$ cat src/core/bsf_pkg.sv
// package: operation codes, flag positions, register map, reset values and shared functions
package bsf_pkg;

   // operation codes in command-register order, starting at zero
   typedef enum logic [4:0] {
      op_no_operation,
      op_logical_shift_right,
      op_rotate_left_carry,
      op_rotate_right_carry,
      op_arithmetic_shift_right,
      op_nibble_swap,
      op_flag_set_generic,
      op_flag_clear_generic,
      op_bit_to_transfer_flag,
      op_transfer_flag_to_bit,
      op_carry_flag_set,
      op_carry_flag_clear,
      op_negative_flag_set,
      op_negative_flag_clear,
      op_zero_flag_set,
      op_zero_flag_clear,
      op_global_irq_on,
      op_global_irq_off,
      op_signed_flag_set,
      op_signed_flag_clear,
      op_overflow_flag_set,
      op_overflow_flag_clear,
      op_transfer_flag_set,
      op_transfer_flag_clear,
      op_half_carry_clear,
      op_sleep,
      op_watchdog_restart,
      op_debug_break
   } bsf_op_t;

   // status flag bit positions
   localparam logic [2:0] FLG_C = 3'h0;
   localparam logic [2:0] FLG_Z = 3'h1;
   localparam logic [2:0] FLG_N = 3'h2;
   localparam logic [2:0] FLG_V = 3'h3;
   localparam logic [2:0] FLG_S = 3'h4;
   localparam logic [2:0] FLG_H = 3'h5;
   localparam logic [2:0] FLG_T = 3'h6;
   localparam logic [2:0] FLG_I = 3'h7;

   // register byte addresses
   localparam logic [7:0] ADDR_WORK  = 8'h00;
   localparam logic [7:0] ADDR_FLAGS = 8'h04;
   localparam logic [7:0] ADDR_CMD   = 8'h08;
   localparam logic [7:0] ADDR_INFO  = 8'h0C;

   // command and info field positions
   localparam int unsigned CMD_OP_LSB  = 0;
   localparam int unsigned CMD_BIT_LSB = 8;
   localparam int unsigned INFO_CNT_LSB = 0;
   localparam int unsigned INFO_BAD_BIT = 8;
   localparam int unsigned INFO_DBG_BIT = 9;

   // reset values
   localparam logic [7:0] WORK_RST  = 8'h00;
   localparam logic [7:0] FLAGS_RST = 8'h00;
   localparam logic [7:0] CNT_RST   = 8'h00;

   // one cycle per operation
   localparam int unsigned EXEC_CYCLES = 1;

   // flag update common to all four shifts: z, n from result, c from the shifted-out bit, v = n xor c
   function automatic logic [7:0] bsf_shift_flags(input logic [7:0] flags,
                                                  input logic [7:0] res,
                                                  input logic       carry);
      logic [7:0] f;
      f        = flags;
      f[FLG_C] = carry;
      f[FLG_Z] = (res == 8'h00);
      f[FLG_N] = res[7];
      f[FLG_V] = res[7] ^ carry;
      return f;
   endfunction : bsf_shift_flags

endpackage : bsf_pkg

$ cat src/core/bsf_shift_unit.sv
// combinational shifter: logical, arithmetic and carry rotates plus nibble swap
module bsf_shift_unit
   import bsf_pkg::*;
(
   input  bsf_pkg::bsf_op_t op,
   input  logic [7:0]       val,
   input  logic [7:0]       flags,
   output logic             hit,
   output logic [7:0]       res,
   output logic [7:0]       flags_out
);
   logic c_old;

   assign c_old = flags[FLG_C];

   always_comb begin
      hit       = 1'b1;
      res       = val;
      flags_out = flags;
      case (op)
         op_logical_shift_right: begin
            res       = {1'b0, val[7:1]};
            flags_out = bsf_shift_flags(flags, res, val[0]);
         end
         op_rotate_left_carry: begin
            res       = {val[6:0], c_old};
            flags_out = bsf_shift_flags(flags, res, val[7]);
         end
         op_rotate_right_carry: begin
            res       = {c_old, val[7:1]};
            flags_out = bsf_shift_flags(flags, res, val[0]);
         end
         op_arithmetic_shift_right: begin
            res       = {val[7], val[7:1]};
            flags_out = bsf_shift_flags(flags, res, val[0]);
         end
         op_nibble_swap: begin
            res = {val[3:0], val[7:4]};
         end
         default: begin
            hit = 1'b0;
         end
      endcase
   end
endmodule : bsf_shift_unit

$ cat src/core/bsf_flag_unit.sv
// combinational flag and single-bit transfer operations
module bsf_flag_unit
   import bsf_pkg::*;
(
   input  bsf_pkg::bsf_op_t op,
   input  logic [2:0]       bit_sel,
   input  logic [7:0]       val,
   input  logic [7:0]       flags,
   output logic [7:0]       res,
   output logic [7:0]       flags_out
);
   always_comb begin
      res       = val;
      flags_out = flags;
      case (op)
         op_flag_set_generic:     flags_out[bit_sel] = 1'b1;
         op_flag_clear_generic:   flags_out[bit_sel] = 1'b0;
         op_bit_to_transfer_flag: flags_out[FLG_T] = val[bit_sel];
         op_transfer_flag_to_bit: res[bit_sel] = flags[FLG_T];
         op_carry_flag_set:       flags_out[FLG_C] = 1'b1;
         op_carry_flag_clear:     flags_out[FLG_C] = 1'b0;
         op_negative_flag_set:    flags_out[FLG_N] = 1'b1;
         op_negative_flag_clear:  flags_out[FLG_N] = 1'b0;
         op_zero_flag_set:        flags_out[FLG_Z] = 1'b1;
         op_zero_flag_clear:      flags_out[FLG_Z] = 1'b0;
         op_global_irq_on:        flags_out[FLG_I] = 1'b1;
         op_global_irq_off:       flags_out[FLG_I] = 1'b0;
         op_signed_flag_set:      flags_out[FLG_S] = 1'b1;
         op_signed_flag_clear:    flags_out[FLG_S] = 1'b0;
         op_overflow_flag_set:    flags_out[FLG_V] = 1'b1;
         op_overflow_flag_clear:  flags_out[FLG_V] = 1'b0;
         op_transfer_flag_set:    flags_out[FLG_T] = 1'b1;
         op_transfer_flag_clear:  flags_out[FLG_T] = 1'b0;
         op_half_carry_clear:     flags_out[FLG_H] = 1'b0;
         default: begin
            res       = val;
            flags_out = flags;
         end
      endcase
   end
endmodule : bsf_flag_unit

$ cat src/core/bsf_top.sv
// bit, shift and flag execution block with apb register access
//
// Chosen here: the APB slave port and the register addresses.

module bsf_top
   import bsf_pkg::*;
(
   input  logic        clk,
   input  logic        rst_n,
   input  logic        psel,
   input  logic        penable,
   input  logic        pwrite,
   input  logic [7:0]  paddr,
   input  logic [31:0] pwdata,
   input  logic [3:0]  pstrb,
   input  logic        debug_en,
   output logic        pready,
   output logic [31:0] prdata,
   output logic        pslverr,
   output logic [7:0]  work_value,
   output logic [7:0]  status_flags,
   output logic        sleep_req,
   output logic        wdog_restart,
   output logic        debug_break
);

   // apb handshake state
   logic        pready_q;
   logic [31:0] prdata_q;
   logic        pslverr_q;

   // architectural state
   logic [7:0]  work_q;
   logic [7:0]  work_d;
   logic [7:0]  flags_q;
   logic [7:0]  flags_d;

   // bookkeeping visible to software
   logic [4:0]  last_op_q;
   logic [2:0]  last_bit_q;
   logic [7:0]  exec_cnt_q;
   logic        bad_cmd_q;
   logic        dbg_seen_q;

   // event pulses
   logic        sleep_q;
   logic        wdog_q;
   logic        brk_q;

   // decoded access
   logic        acc_phase;
   logic        acc_commit;
   logic        wr_commit;
   logic        sel_work;
   logic        sel_flags;
   logic        sel_cmd;
   logic        sel_info;
   logic        addr_ok;
   logic        low_lane;
   logic        mid_lane;

   // sticky-bit events and clears
   logic        bad_set;
   logic        bad_clr;
   logic        dbg_clr;
   logic        brk_fire;

   // command decode
   logic [4:0]  cmd_code;
   logic [2:0]  cmd_bit;
   logic        cmd_valid;
   logic        cmd_fire;
   bsf_op_t     cmd_op;

   // unit results
   logic        sh_hit;
   logic [7:0]  sh_res;
   logic [7:0]  sh_flags;
   logic [7:0]  fl_res;
   logic [7:0]  fl_flags;
   logic [7:0]  exec_work;
   logic [7:0]  exec_flags;
   logic [31:0] rd_data;

   assign acc_phase  = psel & penable;
   // the transfer completes at the edge where the master sees pready high
   assign acc_commit = acc_phase & pready_q;
   assign wr_commit  = acc_commit & pwrite & ~pslverr_q;

   assign sel_work  = (paddr == ADDR_WORK);
   assign sel_flags = (paddr == ADDR_FLAGS);
   assign sel_cmd   = (paddr == ADDR_CMD);
   assign sel_info  = (paddr == ADDR_INFO);
   assign addr_ok   = sel_work | sel_flags | sel_cmd | sel_info;
   assign low_lane  = pstrb[0];
   assign mid_lane  = pstrb[1];

   assign cmd_code  = pwdata[CMD_OP_LSB +: 5];
   assign cmd_bit   = pwdata[CMD_BIT_LSB +: 3];
   // codes past the last operation are refused and flagged
   assign cmd_valid = (cmd_code <= 5'(op_debug_break));
   assign cmd_op    = bsf_op_t'(cmd_code);
   // a command needs both lanes so that code and bit select arrive together
   assign cmd_fire  = wr_commit & sel_cmd & low_lane & mid_lane & cmd_valid;

   // a refused code still completes the transfer cleanly; only the sticky bit records it
   assign bad_set  = wr_commit & sel_cmd & ~cmd_valid;
   assign bad_clr  = wr_commit & sel_info & mid_lane & pwdata[INFO_BAD_BIT];
   assign dbg_clr  = wr_commit & sel_info & mid_lane & pwdata[INFO_DBG_BIT];
   // break only reaches the debug system when enabled; otherwise it retires as a no-op
   assign brk_fire = cmd_fire & (cmd_op == op_debug_break) & debug_en;

   bsf_shift_unit u_shift (
      .op        (cmd_op),
      .val       (work_q),
      .flags     (flags_q),
      .hit       (sh_hit),
      .res       (sh_res),
      .flags_out (sh_flags)
   );

   bsf_flag_unit u_flag (
      .op        (cmd_op),
      .bit_sel   (cmd_bit),
      .val       (work_q),
      .flags     (flags_q),
      .res       (fl_res),
      .flags_out (fl_flags)
   );

   // shifts and bit moves are disjoint; the flag unit passes values through for shifts
   assign exec_work  = sh_hit ? sh_res : fl_res;
   assign exec_flags = sh_hit ? sh_flags : fl_flags;

   // next working register: command result wins the cycle, else direct software write
   always_comb begin
      work_d = work_q;
      if (cmd_fire) begin
         case (cmd_op)
            op_no_operation: work_d = work_q;
            op_sleep:        work_d = work_q;
            op_watchdog_restart: work_d = work_q;
            op_debug_break:  work_d = work_q;
            default:         work_d = exec_work;
         endcase
      end else if (wr_commit & sel_work & low_lane) begin
         work_d = pwdata[7:0];
      end
   end

   // next flags: control operations leave every flag as it was
   always_comb begin
      flags_d = flags_q;
      if (cmd_fire) begin
         case (cmd_op)
            op_no_operation: flags_d = flags_q;
            op_sleep:        flags_d = flags_q;
            op_watchdog_restart: flags_d = flags_q;
            op_debug_break:  flags_d = flags_q;
            default:         flags_d = exec_flags;
         endcase
      end else if (wr_commit & sel_flags & low_lane) begin
         flags_d = pwdata[7:0];
      end
   end

   // every operation retires at the commit edge, EXEC_CYCLES after the command lands
   always_ff @(posedge clk or negedge rst_n) begin
      if (!rst_n) begin
         work_q <= WORK_RST;
      end else begin
         work_q <= work_d;
      end
   end

   always_ff @(posedge clk or negedge rst_n) begin
      if (!rst_n) begin
         flags_q <= FLAGS_RST;
      end else begin
         flags_q <= flags_d;
      end
   end

   // sleep request pulse for the power manager
   always_ff @(posedge clk or negedge rst_n) begin
      if (!rst_n) begin
         sleep_q <= 1'b0;
      end else begin
         sleep_q <= cmd_fire & (cmd_op == op_sleep);
      end
   end

   // watchdog restart pulse; the timer owns what restart means
   always_ff @(posedge clk or negedge rst_n) begin
      if (!rst_n) begin
         wdog_q <= 1'b0;
      end else begin
         wdog_q <= cmd_fire & (cmd_op == op_watchdog_restart);
      end
   end

   // debug break pulse, one cycle per enabled break
   always_ff @(posedge clk or negedge rst_n) begin
      if (!rst_n) begin
         brk_q <= 1'b0;
      end else begin
         brk_q <= brk_fire;
      end
   end

   // last command and retired-operation counter; counter wraps at 255
   always_ff @(posedge clk or negedge rst_n) begin
      if (!rst_n) begin
         last_op_q  <= 5'h00;
         last_bit_q <= 3'h0;
         exec_cnt_q <= CNT_RST;
      end else if (cmd_fire) begin
         last_op_q  <= cmd_code;
         last_bit_q <= cmd_bit;
         exec_cnt_q <= exec_cnt_q + 8'h01;
      end
   end

   // sticky error and break-seen bits: write one to clear, a new event wins over the clear
   always_ff @(posedge clk or negedge rst_n) begin
      if (!rst_n) begin
         bad_cmd_q <= 1'b0;
      end else if (bad_set) begin
         bad_cmd_q <= 1'b1;
      end else if (bad_clr) begin
         bad_cmd_q <= 1'b0;
      end
   end

   // break-seen bit follows the same rule: the event beats a clear in one cycle
   always_ff @(posedge clk or negedge rst_n) begin
      if (!rst_n) begin
         dbg_seen_q <= 1'b0;
      end else if (brk_fire) begin
         dbg_seen_q <= 1'b1;
      end else if (dbg_clr) begin
         dbg_seen_q <= 1'b0;
      end
   end

   // read mux; command register reads back the last accepted command
   always_comb begin
      rd_data = 32'h0000_0000;
      case (1'b1)
         sel_work:  rd_data[7:0] = work_q;
         sel_flags: rd_data[7:0] = flags_q;
         sel_cmd: begin
            rd_data[CMD_OP_LSB +: 5]  = last_op_q;
            rd_data[CMD_BIT_LSB +: 3] = last_bit_q;
         end
         sel_info: begin
            rd_data[INFO_CNT_LSB +: 8] = exec_cnt_q;
            rd_data[INFO_BAD_BIT]      = bad_cmd_q;
            rd_data[INFO_DBG_BIT]      = dbg_seen_q;
         end
         default: rd_data = 32'h0000_0000;
      endcase
   end

   // one wait state: pready rises in the second access cycle, data and error with it
   always_ff @(posedge clk or negedge rst_n) begin
      if (!rst_n) begin
         pready_q  <= 1'b0;
         prdata_q  <= 32'h0000_0000;
         pslverr_q <= 1'b0;
      end else if (acc_commit) begin
         pready_q  <= 1'b0;
         prdata_q  <= 32'h0000_0000;
         pslverr_q <= 1'b0;
      end else if (acc_phase) begin
         pready_q  <= 1'b1;
         prdata_q  <= pwrite ? 32'h0000_0000 : rd_data;
         // only an unmapped address is refused; info writes are accepted for their clear bits
         pslverr_q <= ~addr_ok;
      end
   end

   assign pready       = pready_q;
   assign prdata       = prdata_q;
   assign pslverr      = pslverr_q;
   assign work_value   = work_q;
   assign status_flags = flags_q;
   assign sleep_req    = sleep_q;
   assign wdog_restart = wdog_q;
   assign debug_break  = brk_q;

endmodule : bsf_top

$ cat config.mk
export PLATFORM = sky130hd
export DESIGN_NAME = bsf_top
export DESIGN_NICKNAME = d
export VERILOG_FILES = /design/src/core/bsf_pkg.sv /design/src/core/bsf_shift_unit.sv /design/src/core/bsf_flag_unit.sv /design/src/core/bsf_top.sv
export SDC_FILE = /design/constraint.sdc
export NUM_CORES = 1
export LEC_CHECK = 0
export BUFFER_PORTS_ARGS = -buffer_cell sky130_fd_sc_hd__buf_2
export CAP_MARGIN = 20
export CORE_UTILIZATION = 58
export CTS_CLUSTER_SIZE = 12
export DETAILED_ROUTE_END_ITERATION = 10
export PLACE_DENSITY = 0.88
export SYNTH_ARGS = -nofsm -noshare
export SYNTH_HDL_FRONTEND = slang
export SYNTH_SLANG_ARGS = --single-unit
$ cat constraint.sdc
create_clock -name clk -period 5.42 [get_ports clk]
set_input_delay 0.813 -clock clk [delete_from_list [all_inputs] [get_ports clk]]
set_output_delay 0.813 -clock clk [all_outputs]
set_load 0.05 [all_outputs]
==> run summary <==
Crit path DAT - 3.27 ns
Final WS setup - 2.36 ns
Register area share after synthesis - 32.8%
Grt ovf - 0
GRT Total Usage - 34.9%
PwrDens - 201 nW/um2
DP Wirelength - 8270 um
Predominant post-synthesis flop cell - dfrtp_1
Ys Warns - 0
Hold Buf Count CTS - 0
Count of state elements after synthesis - 50
Register share of total power - 47.5%
Port bufs - 58
Worst hold slack - 0.397 ns
Synthesized area - 3810 um2
Area of the die - 6900 um2
Hold Path Class - in -> async
Fin. Hold Viols - 0
Type of origin of the critical path - input pin
Synth top area share - 32.8%
Post-route DRC violation count - 0
Diodes inserted - 0
Leading area contributor after synthesis - dfrtp_1
CTS Buffer Depth - 2
H-Tree Depth - 2
Nature of the critical path endpoint - register
First-pass GRT wire length - 19000 um
Fin Clk Skew - 0.00896 ns
Post-DR vias/cell - 6.75
Worst slack, placed - 2.14 ns
Via count - 3961
Final net count - 562
Clk pin slew, worst setup/hold paths - 0.10 ns
Largest net degree at the start of global routing - 51
Overall routed net length - 12000 um
NetSw - 0.300 mW
Clock share of power - 28.3%
Placer Congestion - 0.976
Syn_area_per_cell - 7.98 um2
WP data required - 5.63 ns
Int Pwr - 0.523 mW
Most common cell after layout, fill and taps aside - nand2_1
P_leak - 1.86 nW
Worst-Skew Late Latency - 0.32 ns
Worst-Margin Slew - 0.837 ns
Die width - 83.1 um
Logic pwr share - 24.2%
Fmax - 0.327 GHz
IO Count - 103
Synth area leaders - dfrtp_1 (33%), nand2_1 (7.4%), a21oi_1 (4.9%)
Max VDD drop - 181 uV
Dpl cells - 579
Number of CTS-inserted buffers - 5
Row count - 29
Max-cap viol count - 0
Share of layout cells above drive strength 1 - 16.7%
Netlist cell types - 72
DR pass1 iterations - 6
Worst setup path class - in -> reg
Status - finished clean
Wirelength per Cell - 20.4 um
Initial Utilization - 60.1%
Post-cts resize count - 0
Post-route ant nets - 0
Asr flop ratio synth - 100%
Synthesized instance count - 478
Tmin final - 3.06 ns
Max transition margin - 44.0%
Setup Total Neg Slack - 0 ns
Area Growth Syn to Fin - 7.48%
Die H - 83.1 um
Largest fanout on the critical path - 34
Antenna violations before repair - 0
Number of global-route vias before repair - 3570
TritonCTS clock tree - yes
Fin cells - 587
Most frequent cells in the layout - nand2_1 (75), buf_2 (58), dfrtp_1 (50)
Setup Viol. Count Final - 0
Post-synth EDFFs - 0
Final Max Tran Viols - 0
CTS Root Cell - clkbuf_8
RSZ-0062 raised after global routing - no
Clk sinks - 50
Tcrit/Tclk final - 56.4%
CORE AREA - 6350 um2
Sw frac - 36.4%
Post-CTS setup repair buffer count - 0
Initial DRC Count - 531
-- power groups by stage --
stage                     registers, mW  logic (mW)  clock network [mW]
after floorplan                   0.423       0.130                   0
after global placement            0.398       0.191                   0
after detailed placement          0.399       0.193                   0
after CTS                         0.391       0.194               0.233
after global routing              0.392       0.212               0.244
final                             0.391       0.199               0.233
-- cells by family after synthesis --
family / Yosys count / share of synthesized area [%]
other: 1 / 0.0983
muxes: 24 / 7.05
buffers and inverters: 69 / 9.19
xor gates and xnor gates: 9 / 2.07
adders and majority gates: 2 / 0.656
AOI/OAI and AO/OA: 147 / 24.2
and+or+nand+nor: 176 / 24.0
DFF: 50 / 32.8
-- sequential cells by signal, summed over array words and instances, names as in the netlist --
signal	count
prdata	11
exec_cnt_q	8
status_flags	8
work_value	8
last_op_q	5
last_bit_q	3
bad_cmd_q	1
dbg_seen_q	1
debug_break	1
pready	1
pslverr	1
sleep_req	1
wdog_restart	1
-- per-stage QoR --
stage / utilization, % / area (um2) / total power [mW]
5_1_grt: 64.6 / 4100 / 0.848
4_1_cts: 64.2 / 4080 / 0.818
6_report: 64.6 / 4100 / 0.823
3_3_place_gp: 62.9 / 3990 / 0.588
3_5_place_dp: 62.9 / 3990 / 0.592
2_1_floorplan: - / 3890 / 0.553
-- worst paths after layout --
| kind | start | endpoint | slack [ns] | cells after the start |
|---|---|---|---|---|
| setup / recovery | pwdata[2] | status_flags[3]$_DFFE_PN0P_ | 2.36 | 7 |
| hold / removal | rst_n | prdata[0]$_DFFE_PN0P_ | 0.40 | 1 |
| setup reg to reg | pready$_DFFE_PN0P_ | status_flags[5]$_DFFE_PN0P_ | 2.89 | 6 |
| hold reg to reg | exec_cnt_q[7]$_DFFE_PN0P_ | exec_cnt_q[7]$_DFFE_PN0P_ | 0.48 | 1 |
| max in group asynchronous | rst_n | work_value[0]$_DFFE_PN0P_ | 4.50 | 2 |
| min in group clk | exec_cnt_q[7]$_DFFE_PN0P_ | exec_cnt_q[7]$_DFFE_PN0P_ | 0.48 | 1 |
-- synth_stat cells, drive strengths merged (2+ instances only) --
cell type  number
or3             4
nand2b          6
o22ai           2
a21oi          37
and2            3
a22oi           4
nand4           3
and3b           2
dfrtp          50
clkbuf         29
mux2i          10
a211oi          6
nor2b           5
o21ai          43
nor2           30
nor3           13
and4b           2
nand3           9
o31a            2
a32oi           5
o211a           2
xnor2           7
mux2           13
nor4            4
o211ai          7
nor4bb          3
a311oi          2
xor2            2
o31ai           5
nor3b           3
and3            6
buf            28
o221ai          5
or2             2
a31oi          14
nand2          75
ha              2
nor4b           2
inv            11
-- metal layers --
metal | track usage [%] | vias to the layer above | part of all wire [%]
li1 | - | 1764 | -
met1 | 47.6 | 1840 | 40
met2 | 54.5 | 299 | 43
met3 | 6.56 | 58 | 11
met4 | 14.9 | 0 | 4.9
met5 | 0 | - | 0
-- final cells by class --
cell class | instances | area, um2
repair buffers | 62 | 333
fillers | 567 | 2250
well taps | 77 | 96.3
clock inverters | 2 | 17.5
flip-flops and latches | 50 | 1250
inverters | 12 | 45.0
multi-input cells | 379 | 2290
clock buffers | 5 | 68.8
-- worst max-delay path, cell delays in order --
cell     delay, ns
buf_2         0.47
inv_1         0.32
nor2_1        0.54
nor3_4        0.18
a22oi_1       0.45
a31oi_1       0.12
mux2_1        0.35
(Power assumes the default switching activity.)
